### src/rtl/ptpc_consts.svh
// Constants of the port tag and line control register bank.
// Assumes inclusion by bare name from the bank and its boot loader.
`ifndef PTPC_CONSTS_SVH
`define PTPC_CONSTS_SVH

// Management register offsets
`define PTPC_REG_TAG1 5'h19
`define PTPC_REG_TAG4 5'h1c
`define PTPC_REG_CTL 5'h1d

// Management frame codes
`define PTPC_OP_READ 2'h2
`define PTPC_OP_WRITE 2'h1
`define PTPC_PREAMBLE_LEN 6'h20
`define PTPC_HDR_LAST 6'h0b
`define PTPC_DATA_LAST 6'h0f

// Line control field positions
`define PTPC_BIT_JAB 10
`define PTPC_BIT_HB 9
`define PTPC_BIT_REP 8
`define PTPC_BIT_FIX 5
`define PTPC_ADDR_HI 4
`define PTPC_RSVD_HI 4'h0
`define PTPC_RSVD_ONE 1'b1

// Reset values
`define PTPC_TAG_RST 16'h0000
`define PTPC_JAB_RST 1'b0
`define PTPC_HB_RST 1'b0
`define PTPC_REP_RST 1'b1
`define PTPC_FIX_RST 1'b0
`define PTPC_ADDR_RST 5'h00

// EEPROM layout
`define PTPC_EE_SIG0 8'h00
`define PTPC_EE_SIG1 8'h01
`define PTPC_EE_T1_LO 8'h1a
`define PTPC_EE_T1_HI 8'h1b
`define PTPC_EE_T2_LO 8'h1c
`define PTPC_EE_T2_HI 8'h1d
`define PTPC_EE_T3_LO 8'h1e
`define PTPC_EE_T4_LO 8'h20
`define PTPC_EE_T4_HI 8'h21
`define PTPC_EE_PAT0 8'h55
`define PTPC_EE_PAT1 8'haa
`define PTPC_EE_LAST_IDX 4'h8

`endif

### src/rtl/ptpc_pkg.sv
// Types shared by the port tag register bank and its boot loader.
// Assumes nothing beyond a SystemVerilog compiler.
package ptpc_pkg;

   typedef logic [3:0][15:0] ptpc_tags_t;

   typedef struct packed {
      logic jabber_en;
      logic heartbeat_en;
      logic repeater_mode;
      logic addr_match_en;
      logic [4:0] phy_addr;
   } ptpc_ctl_t;

   typedef struct packed {
      logic rd_req;
      logic [7:0] rd_addr;
   } ptpc_ee_req_t;

   typedef enum logic [2:0] {
      PTPC_SMI_IDLE = 3'b000,
      PTPC_SMI_START = 3'b001,
      PTPC_SMI_HDR = 3'b010,
      PTPC_SMI_TA = 3'b011,
      PTPC_SMI_DATA = 3'b100
   } ptpc_smi_state_t;

   typedef enum logic [1:0] {
      PTPC_LD_REQ = 2'b00,
      PTPC_LD_GAP = 2'b01,
      PTPC_LD_DONE = 2'b10
   } ptpc_ld_state_t;

endpackage

### src/rtl/ptpc_eeprom_load.sv
// Boot loader: reads tag defaults from a byte-wide EEPROM read port.
// Assumes the read port answers each held request with a one-cycle ack.
`timescale 1ns/100ps
`include "ptpc_consts.svh"
module ptpc_eeprom_load
   import ptpc_pkg::*;
(
   input wire logic clk_sys,
   input wire logic srst,
   output ptpc_ee_req_t ee_req,
   input wire logic [7:0] ee_rd_data,
   input wire logic ee_rd_ack,
   output logic load_pulse,
   output logic busy,
   output ptpc_tags_t load_tags
);
   localparam int NBYTES = 9;

   ptpc_ld_state_t state_q, state_d;
   logic [3:0] idx_q, idx_d;
   logic [7:0] byte_q [NBYTES];
   logic [7:0] byte_d [NBYTES];
   logic req_q, req_d;
   logic load_q, load_d;

   function automatic logic [7:0] addr_of(input logic [3:0] idx);
      case (idx)
         4'h0: addr_of = `PTPC_EE_SIG0;
         4'h1: addr_of = `PTPC_EE_SIG1;
         4'h2: addr_of = `PTPC_EE_T1_LO;
         4'h3: addr_of = `PTPC_EE_T1_HI;
         4'h4: addr_of = `PTPC_EE_T2_LO;
         4'h5: addr_of = `PTPC_EE_T2_HI;
         4'h6: addr_of = `PTPC_EE_T3_LO;
         4'h7: addr_of = `PTPC_EE_T4_LO;
         default: addr_of = `PTPC_EE_T4_HI;
      endcase
   endfunction

   always_comb begin
      state_d = state_q;
      idx_d = idx_q;
      byte_d = byte_q;
      req_d = req_q;
      load_d = 1'b0;
      case (state_q)
         PTPC_LD_REQ: begin
            req_d = 1'b1;
            if (req_q && ee_rd_ack) begin
               req_d = 1'b0;
               byte_d[idx_q] = ee_rd_data;
               if (idx_q == 4'h1 && (byte_q[0] != `PTPC_EE_PAT0 ||
                                     ee_rd_data != `PTPC_EE_PAT1)) begin
                  state_d = PTPC_LD_DONE;
               end else if (idx_q == `PTPC_EE_LAST_IDX) begin
                  state_d = PTPC_LD_DONE;
                  load_d = 1'b1;
               end else begin
                  idx_d = idx_q + 4'h1;
                  state_d = PTPC_LD_GAP;
               end
            end
         end
         PTPC_LD_GAP: begin
            state_d = PTPC_LD_REQ;
         end
         PTPC_LD_DONE: begin
            req_d = 1'b0;
         end
         default: begin
            state_d = PTPC_LD_DONE;
            req_d = 1'b0;
         end
      endcase
   end

   always_ff @(posedge clk_sys) begin
      if (srst) begin
         state_q <= PTPC_LD_REQ;
         idx_q <= 4'h0;
         req_q <= 1'b0;
         load_q <= 1'b0;
         for (int i = 0; i < NBYTES; i++) begin
            byte_q[i] <= 8'h00;
         end
      end else begin
         state_q <= state_d;
         idx_q <= idx_d;
         req_q <= req_d;
         load_q <= load_d;
         byte_q <= byte_d;
      end
   end

   assign ee_req.rd_req = req_q;
   assign ee_req.rd_addr = addr_of(idx_q);
   assign load_pulse = load_q;
   assign busy = (state_q != PTPC_LD_DONE);
   // Port 3 high byte has no EEPROM home; the bank skips it on load
   assign load_tags[0] = {byte_q[3], byte_q[2]};
   assign load_tags[1] = {byte_q[5], byte_q[4]};
   assign load_tags[2] = {8'h00, byte_q[6]};
   assign load_tags[3] = {byte_q[8], byte_q[7]};
endmodule

### src/rtl/ptpc_regs.sv
// Port tag and line control register bank behind a serial management slave.
// Assumes mdc_i and mdio_i already synchronous to clk_sys, MDC well below it.
`timescale 1ns/100ps
`include "ptpc_consts.svh"
module ptpc_regs
   import ptpc_pkg::*;
(
   input wire logic clk_sys,
   input wire logic srst,
   input wire logic mdc_i,
   input wire logic mdio_i,
   output logic mdio_o,
   output logic mdio_oe,
   input wire logic partner_autoneg_capable,
   input wire logic rx_polarity_reversed,
   output logic ee_rd_req,
   output logic [7:0] ee_rd_addr,
   input wire logic [7:0] ee_rd_data,
   input wire logic ee_rd_ack,
   output logic init_busy,
   output ptpc_tags_t tag_value,
   output logic jabber_en,
   output logic heartbeat_en,
   output logic repeater_mode
);
   ptpc_ee_req_t ee_req;
   logic ee_load;
   logic ee_busy;
   ptpc_tags_t ee_tags;

   ptpc_eeprom_load ptpc_eeprom_load_i (
      .clk_sys(clk_sys),
      .srst(srst),
      .ee_req(ee_req),
      .ee_rd_data(ee_rd_data),
      .ee_rd_ack(ee_rd_ack),
      .load_pulse(ee_load),
      .busy(ee_busy),
      .load_tags(ee_tags)
   );

   // Frame engine state
   ptpc_smi_state_t st_q, st_d;
   logic [5:0] cnt_q, cnt_d;
   logic [11:0] hdr_q, hdr_d;
   logic [15:0] sh_q, sh_d;
   logic rd_q, rd_d;
   logic hit_q, hit_d;
   logic mdc_last_q, mdc_last_d;
   logic oe_q, oe_d;
   logic out_q, out_d;
   logic wr_stb;
   logic [4:0] wr_reg;

   // Register state
   ptpc_tags_t tag_q, tag_d;
   ptpc_ctl_t ctl_q, ctl_d;
   logic lp_q, lp_d;
   logic pol_q, pol_d;
   logic req_q, req_d;
   logic [7:0] addr_q, addr_d;
   logic busy_q, busy_d;

   logic mdc_rise;
   logic [15:0] ctl_rd;
   logic [15:0] rd_val;

   assign mdc_rise = mdc_i & ~mdc_last_q;

   // Reserved bits are constants, status bits come from the samplers
   assign ctl_rd = {`PTPC_RSVD_HI, `PTPC_RSVD_ONE, ctl_q.jabber_en, ctl_q.heartbeat_en,
                    ctl_q.repeater_mode, lp_q, pol_q, ctl_q.addr_match_en,
                    ctl_q.phy_addr};

   always_comb begin
      rd_val = ctl_rd;
      if (hdr_q[4:0] != `PTPC_REG_CTL) begin
         rd_val = tag_q[hdr_q[1:0] - 2'h1];
      end
   end

   always_comb begin
      st_d = st_q;
      cnt_d = cnt_q;
      hdr_d = hdr_q;
      sh_d = sh_q;
      rd_d = rd_q;
      hit_d = hit_q;
      mdc_last_d = mdc_i;
      oe_d = oe_q;
      out_d = out_q;
      wr_stb = 1'b0;
      wr_reg = hdr_q[4:0];
      if (mdc_rise) begin
         case (st_q)
            PTPC_SMI_IDLE: begin
               if (mdio_i) begin
                  if (cnt_q != `PTPC_PREAMBLE_LEN) begin
                     cnt_d = cnt_q + 6'h01;
                  end
               end else begin
                  if (cnt_q == `PTPC_PREAMBLE_LEN) begin
                     st_d = PTPC_SMI_START;
                  end
                  cnt_d = 6'h00;
               end
            end
            PTPC_SMI_START: begin
               st_d = mdio_i ? PTPC_SMI_HDR : PTPC_SMI_IDLE;
               cnt_d = 6'h00;
            end
            PTPC_SMI_HDR: begin
               hdr_d = {hdr_q[10:0], mdio_i};
               cnt_d = cnt_q + 6'h01;
               if (cnt_q == `PTPC_HDR_LAST) begin
                  cnt_d = 6'h00;
                  rd_d = (hdr_d[11:10] == `PTPC_OP_READ);
                  hit_d = (!ctl_q.addr_match_en ||
                           hdr_d[9:5] == ctl_q.phy_addr) &&
                          hdr_d[4:0] >= `PTPC_REG_TAG1 &&
                          hdr_d[4:0] <= `PTPC_REG_CTL;
                  if (hdr_d[11:10] == `PTPC_OP_READ || hdr_d[11:10] == `PTPC_OP_WRITE) begin
                     st_d = PTPC_SMI_TA;
                  end else begin
                     st_d = PTPC_SMI_IDLE;
                  end
               end
            end
            PTPC_SMI_TA: begin
               cnt_d = cnt_q + 6'h01;
               if (cnt_q == 6'h00) begin
                  // Drive the second turnaround bit low
                  oe_d = rd_q && hit_q;
                  out_d = 1'b0;
                  sh_d = rd_val;
               end else begin
                  out_d = sh_q[15];
                  sh_d = {sh_q[14:0], 1'b0};
                  st_d = PTPC_SMI_DATA;
                  cnt_d = 6'h00;
               end
            end
            PTPC_SMI_DATA: begin
               cnt_d = cnt_q + 6'h01;
               if (rd_q) begin
                  out_d = sh_q[15];
                  sh_d = {sh_q[14:0], 1'b0};
               end else begin
                  sh_d = {sh_q[14:0], mdio_i};
               end
               if (cnt_q == `PTPC_DATA_LAST) begin
                  oe_d = 1'b0;
                  out_d = 1'b0;
                  wr_stb = !rd_q && hit_q;
                  st_d = PTPC_SMI_IDLE;
                  cnt_d = 6'h00;
               end
            end
            default: begin
               st_d = PTPC_SMI_IDLE;
               cnt_d = 6'h00;
               oe_d = 1'b0;
            end
         endcase
      end
   end

   always_ff @(posedge clk_sys) begin
      if (srst) begin
         st_q <= PTPC_SMI_IDLE;
         cnt_q <= 6'h00;
         hdr_q <= 12'h000;
         sh_q <= 16'h0000;
         rd_q <= 1'b0;
         hit_q <= 1'b0;
         mdc_last_q <= 1'b0;
         oe_q <= 1'b0;
         out_q <= 1'b0;
      end else begin
         st_q <= st_d;
         cnt_q <= cnt_d;
         hdr_q <= hdr_d;
         sh_q <= sh_d;
         rd_q <= rd_d;
         hit_q <= hit_d;
         mdc_last_q <= mdc_last_d;
         oe_q <= oe_d;
         out_q <= out_d;
      end
   end

   // Register file; a boot load in the same cycle as a write wins, except on the port 3 high byte
   always_comb begin
      tag_d = tag_q;
      ctl_d = ctl_q;
      lp_d = partner_autoneg_capable;
      pol_d = rx_polarity_reversed;
      req_d = ee_req.rd_req;
      addr_d = ee_req.rd_addr;
      busy_d = ee_busy;
      if (wr_stb) begin
         if (wr_reg == `PTPC_REG_CTL) begin
            // Bits 15:11 and 7:6 are not stored
            ctl_d.jabber_en = sh_d[`PTPC_BIT_JAB];
            ctl_d.heartbeat_en = sh_d[`PTPC_BIT_HB];
            ctl_d.repeater_mode = sh_d[`PTPC_BIT_REP];
            ctl_d.addr_match_en = sh_d[`PTPC_BIT_FIX];
            ctl_d.phy_addr = sh_d[`PTPC_ADDR_HI:0];
         end else begin
            tag_d[wr_reg[1:0] - 2'h1] = sh_d;
         end
      end
      if (ee_load) begin
         for (int p = 0; p < 4; p++) begin
            tag_d[p][7:0] = ee_tags[p][7:0];
            if (p != 2) begin
               tag_d[p][15:8] = ee_tags[p][15:8];
            end
         end
      end
   end

   always_ff @(posedge clk_sys) begin
      if (srst) begin
         for (int p = 0; p < 4; p++) begin
            tag_q[p] <= `PTPC_TAG_RST;
         end
         ctl_q.jabber_en <= `PTPC_JAB_RST;
         ctl_q.heartbeat_en <= `PTPC_HB_RST;
         ctl_q.repeater_mode <= `PTPC_REP_RST;
         ctl_q.addr_match_en <= `PTPC_FIX_RST;
         ctl_q.phy_addr <= `PTPC_ADDR_RST;
         lp_q <= 1'b0;
         pol_q <= 1'b0;
         req_q <= 1'b0;
         addr_q <= 8'h00;
         busy_q <= 1'b1;
      end else begin
         tag_q <= tag_d;
         ctl_q <= ctl_d;
         lp_q <= lp_d;
         pol_q <= pol_d;
         req_q <= req_d;
         addr_q <= addr_d;
         busy_q <= busy_d;
      end
   end

   assign mdio_o = out_q;
   assign mdio_oe = oe_q;
   assign ee_rd_req = req_q;
   assign ee_rd_addr = addr_q;
   assign init_busy = busy_q;
   assign tag_value = tag_q;
   assign jabber_en = ctl_q.jabber_en;
   assign heartbeat_en = ctl_q.heartbeat_en;
   assign repeater_mode = ctl_q.repeater_mode;
endmodule

### config.mk
export PLATFORM = sky130hd
export DESIGN_NAME = ptpc_regs
export DESIGN_NICKNAME = d
export VERILOG_FILES = /design/src/rtl/ptpc_pkg.sv /design/src/rtl/ptpc_eeprom_load.sv /design/src/rtl/ptpc_regs.sv
export VERILOG_INCLUDE_DIRS = /design/src /design/src/rtl
export SDC_FILE = /design/constraint.sdc
export NUM_CORES = 1
export LEC_CHECK = 0
export BUFFER_PORTS_ARGS = -buffer_cell sky130_fd_sc_hd__clkbuf_2
export CORE_ASPECT_RATIO = 0.5
export CORE_MARGIN = 4
export CORE_UTILIZATION = 30
export DETAILED_ROUTE_END_ITERATION = 8
export GPL_TIMING_DRIVEN = 0
export MAX_ROUTING_LAYER = met4
export SYNTH_ARGS = -nofsm -noshare
export SYNTH_HDL_FRONTEND = slang
export SYNTH_SLANG_ARGS = --single-unit
### constraint.sdc
create_clock -name clk_sys -period 4.1 [get_ports clk_sys]
set_input_delay 0.205 -clock clk_sys [delete_from_list [all_inputs] [get_ports clk_sys]]
set_output_delay 0.205 -clock clk_sys [all_outputs]
set_load 0.05 [all_outputs]
---- After elaboration in Yosys (flattened, before gate mapping) ----
Memories as Yosys holds them, arrays and structs flattened. A register that Yosys moved wholly into a read port is not among the register bits.
Index checks and enable logic that the tools add are counted.
storage, ports and cells
  flip-flop bits (word level) ............. 206
  ROM bits ................................ 48
  memories kept ........................... 1
  word-level logic and storage cells ...... 172
  input port bits ......................... 15
memories
  name              depth  bits a word  rd ports  clocked after Yosys merged registers in  wr ports  RTL line                RTL
  (name not given)  8      6            1         1                                        0         ptpc_eeprom_load.sv:27  case (idx)
operators by class
  $add $sub $neg .......................... 3
  muxes and demuxes ....................... 51
  reductions and logical operators ........ 33
  equality and inequality tests ........... 30
  bitwise gates (word level) .............. 10
  order comparisons ....................... 6
operator list
  operator              count
  $mux W64              2
  $mux W16              6
  $bwmux W72            1
  $bwmux W64            1
  $mux W40              1
  $mux W6               6
  $bmux W16 S2          1
  $demux W16 S2         1
  $demux W8 S4          1
  $pmux W16 S2          1
  $pmux W6 S4           1
  $mux W3               7
  $pmux W3 S5           1
  $ne A2 B2 Y1 const B  7
  $reduce_and A2 Y1     7
  $eq A6 B4 Y1 const B  2
  $mux W1               11
  $ge A5 B5 Y1 const B  2
  $mux W2               5
  $logic_and A1 B1 Y1   8
  $mux W8               1
  $ne A8 B7 Y1 const B  1
  $ne A8 B8 Y1 const B  1
  $not A1 Y1            8
  38 further kinds      50

---- Depth between registers and ports, before layout ----
  depth after elaboration ................. 11
  depth in mapped cells ................... 11
  gate-level depth less buffers ........... 7

---- Hierarchy ----
Synthesis repeated with hierarchy kept, for this count alone.
unflattened totals
  cell total of the unflattened synthesis .. 1057
  area, all modules ....................... 9669.3 µm²
modules (own cells, without submodules)
  module            cells an instance  area each (µm²)  times used  seq. area each (µm²)
  ptpc_regs         634                6055.8           1           2522.4
  ptpc_eeprom_load  423                3613.5           1           1541.5

---- Worst setup path after synthesis ----
No wires, ideal clock.
  path type ............................... reg-to-reg
  start ................................... register hdr_q[0]
  end ..................................... register tag_q, in the netlist tag_value[11]
  required time ........................... 3.972 ns
  clock period less this slack ............ 2.920 ns
  buffers on the path ..................... 4
  cell stages (with the launch flop) ...... 11
  data arrival time ....................... 2.792 ns
  library setup time ...................... 0.128 ns
  path slack .............................. 1.180 ns
  cell sequence ........................... dfxtp_1 -> buf_2 -> buf_2 -> inv_1 -> ha_1 -> clkbuf_1 -> buf_1 -> mux4_2 -> o32a_1 -> nor2_1 -> o21ai_0
on the way
  word-level cells in the longest chain between the ends .. 11
  elaborated cells between the ends (all ways) .. 20
  those cells by class .................... add/sub (1); order compare (2); eq/ne (3); mux (12); reduce/logical (2)
ends and longest elaborated chain
  what                            RTL line                           RTL
  start, declared                 ptpc_regs.sv:45                    logic [11:0] hdr_q, hdr_d;
  start signal, assigned          ptpc_regs.sv:182                   hdr_q <= hdr_d;
  $sub A2 B1 Y2                   ptpc_regs.sv:78, ptpc_regs.sv:210
  $bmux W16 S2                    ptpc_regs.sv:78                    rd_val = tag_q[hdr_q[1:0] - 2'h1];
  $mux W16 (implied by the code)  ptpc_regs.sv:78
  $mux W16                        ptpc_regs.sv:77                    if (hdr_q[4:0] != `PTPC_REG_CTL) begin
  $mux W16                        ptpc_regs.sv:131                   if (cnt_q == 6'h00) begin
  $pmux W16 S2                    ptpc_regs.sv:95                    case (st_q)
  $mux W16                        ptpc_regs.sv:94                    if (mdc_rise) begin
  $bwmux W64                      ptpc_regs.sv:210                   tag_d[wr_reg[1:0] - 2'h1] = sh_d;
  $mux W64                        ptpc_regs.sv:202                   if (wr_reg == `PTPC_REG_CTL) begin
  $mux W64                        ptpc_regs.sv:201                   if (wr_stb) begin
  $mux W40                        ptpc_regs.sv:213                   if (ee_load) begin
  end signal, assigned by index   ptpc_regs.sv:226                   tag_q[p] <= `PTPC_TAG_RST;
  end signal, assigned            ptpc_regs.sv:239                   tag_q <= tag_d;
  end, declared                   ptpc_regs.sv:56                    ptpc_tags_t tag_q, tag_d;
Parallel ways exist; a longest one is shown, timed or not. The select of a mux whose other input is x is not followed.
A chain may end at the register's enable or synchronous reset.

---- Worst setup path after layout ----
  start ................................... register hdr_q[0]
  end ..................................... register tag_q, in the netlist tag_value[26]
Same word-level chain as after synthesis.

==> results.tsv <==
metric	value	unit
ant diodes	0	
critical path's top delay family	buffers and inverters	
Via Count	8196	
Syn Area/Cell	8.69	um^2
dominant synthesized flop cell	dfxtp_1	
Storage cell area	4000	um^2
first-pass GRT wire length	45.4	mm
fraction of layout cells with a size suffix above 1	14.3	%
Synth cell types	68	
CP required	4.41	ns
Worst path slowest cell	dfxtp_1	
grt ovf	0	
CP max stage delay	0.44	ns
I/O Buffers	83	
RePlAce Congestion	0.947	
crit start category	register	
Post-synth EDFFs	0	
CP Capture Type	register	
post-route DRC violation count	0	
CP Max Fanout	10	
wire per inst	19.3	um
reg2reg path depth	11	
starting density of the core	30.6	%
Tot GR Track Use	18.4	%
Slew Limit Fails	0	
relative slew slack	28.1	%
worst r2r src	hdr_q[0]$_SDFFE_PP0P_	
sequential fraction of the synthesis area	44.8	%
TNS Setup	0	ns
Vias/cell	5.34	
R2R Path End	tag_value[26]$_SDFFE_PP0P_	
commonest non-fill, non-tap cells in the layout	dfxtp_1 (200), nand2_1 (112), o21ai_0 (100), nor2_1 (96), clkbuf_2 (85)	
Critical Path Stages	11	
Final Hold Fails	0	
Final HPWL DP	22.7	mm
worst min path class	in2reg	
area of the core	29200	um^2
Antenna Nets Post-Route	0	
R2R setup slack	0.32	ns
part of the cycle the worst path needs	92.2	%
outcome	finished clean	
Top Ports	94	
total of max-cap violations	0	
post-synthesis async set-or-reset flop share	0	%
hold path endpoint	pol_q$_SDFF_PP0_	
clock latency on the worst-skew pair	0.45	ns
FP Rows	44	
Die ar.	32700	um^2
Slew @ Worst Pin	1.07	ns
CTS H-Tree Depth	4	
Yosys warnings	0	
commonest non-fill, non-tap cell in the layout	dfxtp_1	
Crit path top cell by count	buf_2	
total power	0.00381	W
Worst-path clk slew	0.08	ns
critical path class	reg2reg	
#FFs+latches synth	200	
hold path cells	2	
vias in the first global route	7637	
synthesized area	8930	um^2
final wirelength	29.6	mm
count of final setup violators	0	
CTS tree	yes	
maximum vdd drop	0.000311	V
# clock sinks	200	
Die Y	130	um
crit-path cells	buf_2 -> buf_2 -> inv_1 -> ha_1 -> clkbuf_1 -> clkbuf_2 -> mux4_2 -> nand2_1 -> nand3_1 -> o21ai_1 -> o21ai_0	
Critical Path AT	4.08	ns
Fill cells	2971	
PwrDens	365	nW/um^2
clk_skew	0.0150	ns
Post-Syn Instances	1027	
CP Buf/Inv Count	5	
RSZ-0062 raised after global routing	no	
area grow syn2layout	16.9	%
Max Freq	0.265	GHz
DRT Pass-1 Iters	5	
initial antenna violation count	0	
Detailed Route Iter0 Violations	923	
CTS root buffer	clkbuf_16	
Tmin final	3.78	ns
Multi-input gate area	4530	um^2
CTS Buf Count	17	
leakage	3.75	nW
largest net degree at the start of global routing	21	
final net count	1161	
DIE WIDTH	252	um
clock buffer depth	2	
min-delay src	rx_polarity_reversed	
==> stage by stage <==
step	setup WS, ns	instance area [um^2]	utilization, %	hold WS (ns)	cells
final	0.320	10400	35.8	0.0198	1534
after global routing	0.0517	10400	35.8	0.0391	1534
after CTS	0.126	10400	35.7	0.00259	1534
after detailed placement	0.154	9840	33.7	0.425	1502
after global placement	0.191	9840	33.7	0.419	1502
after floorplan	1.18	8930	-	0.333	1028
==> power breakdown <==
part / switching [W] / internal [W] / total, W
Clock: 0.000859 / 0.000817 / 0.00168
Combinational: 0.000128 / 0.0000459 / 0.000174
Sequential: 0.00000792 / 0.00195 / 0.00196
==> how the worst max path moves through the flow <==
stage | start | end | slack [ns]
detailed placement | hdr_q[0]$_SDFFE_PP0P_ | tag_value[26]$_SDFFE_PP0P_ | 0.15
CTS | hdr_q[0]$_SDFFE_PP0P_ | tag_value[26]$_SDFFE_PP0P_ | 0.13
finish | hdr_q[0]$_SDFFE_PP0P_ | tag_value[26]$_SDFFE_PP0P_ | 0.32
floorplan | hdr_q[0]$_SDFFE_PP0P_ | tag_value[11]$_SDFFE_PP0P_ | 1.18
global placement | hdr_q[0]$_SDFFE_PP0P_ | tag_value[26]$_SDFFE_PP0P_ | 0.19
global route | hdr_q[0]$_SDFFE_PP0P_ | tag_value[26]$_SDFFE_PP0P_ | 0.05
==> kinds of logic (layout without fill, tap and decap cells) <==
logic type | count (synthesis) | in the layout | synth area share (%)
and+or+nand+nor | 389 | 389 | 21.3
AOI/OAI and AO/OA | 253 | 253 | 16.8
DFF | 200 | 200 | 44.8
buffers and inverters | 96 | 211 | 4.50
muxes | 66 | 66 | 9.67
adders and majority gates | 15 | 15 | 2.10
xor gates and xnor gates | 7 | 7 | 0.687
other | 1 | 2 | 0.0420
==> synth_stat cells, types with 3 or more instances <==
master	count	share of area, %
nor4bb_1	4	0.45
ha_1	15	2.1
a32oi_1	4	0.39
o22ai_1	4	0.28
a21oi_1	63	3.5
and2_1	8	0.56
dfxtp_1	200	45
xnor2_1	4	0.39
buf_4	3	0.25
o21ai_0	100	5.6
nand2_1	112	4.7
a31oi_1	4	0.28
o21ai_1	3	0.17
nand2b_1	8	0.56
buf_2	11	0.62
nand4b_1	3	0.29
clkbuf_1	61	2.6
nor3_1	25	1.4
and3_1	7	0.49
a21o_1	15	1.3
nor2_1	96	4.0
nor4_1	4	0.28
inv_1	13	0.55
a22oi_1	30	2.5
nand4_1	11	0.77
mux2i_1	48	5.4
xor2_1	3	0.29
a211oi_1	12	1.0
buf_1	5	0.21
mux4_2	16	4.0
nor2b_1	28	2.0
nand3_1	56	3.1
or3_1	4	0.28
==> cell type report <==
type / count / area share (%)
Timing Repair Buffer: 84 / 4.08
Clock inverter: 14 / 1.49
Tap cell: 391 / 4.69
Multi-Input combinational cell: 732 / 43.4
Buffer: 83 / 3.39
Inverter: 13 / 0.468
Clock buffer: 17 / 4.08
Sequential cell: 200 / 38.4
==> per-layer routing <==
| metal | up-vias | GRT usage [%] | routed length, um |
|---|---|---|---|
| li1 | 3863 | - | - |
| met1 | 3947 | 23.7 | 13200 |
| met2 | 338 | 28.9 | 13700 |
| met3 | 48 | 4.02 | 2040 |
| met4 | 0 | 6.16 | 690 |
| met5 | - | - | 0 |
==> worst reg2reg max path: cells and delay by family, from the launching register on <==
family                     cells  cell delay (ns)
adders and majority gates      1             0.32
DFF                            1             0.44
buffers and inverters          5             1.78
muxes                          1             0.38
AOI/OAI and AO/OA              2             0.55
and+or+nand+nor                2             0.17
==> flip-flops by register name, indices dropped and copies added (netlist names), 2 cells and up, named ones only <==
signal,count
cnt_q,6
ctl_q,6
ee_rd_addr,5
hdr_q,11
ptpc_eeprom_load_i.byte_q,8
ptpc_eeprom_load_i.idx_q,4
ptpc_eeprom_load_i.load_tags,56
ptpc_eeprom_load_i.state_q,2
sh_q,16
st_q,3
tag_value,64
==> what timing repair did <==
| action | in CTS | in global routing |
|---|---|---|
| hold buffers | 1 | 0 |
| setup buffers | 0 | 0 |
| endpoints found under the hold margin | 1 | 0 |
| resized for setup | 0 | 2 |
| setup endpoints to repair | 0 | 30 |
Note: power is estimated with default switching activity, not from simulation.
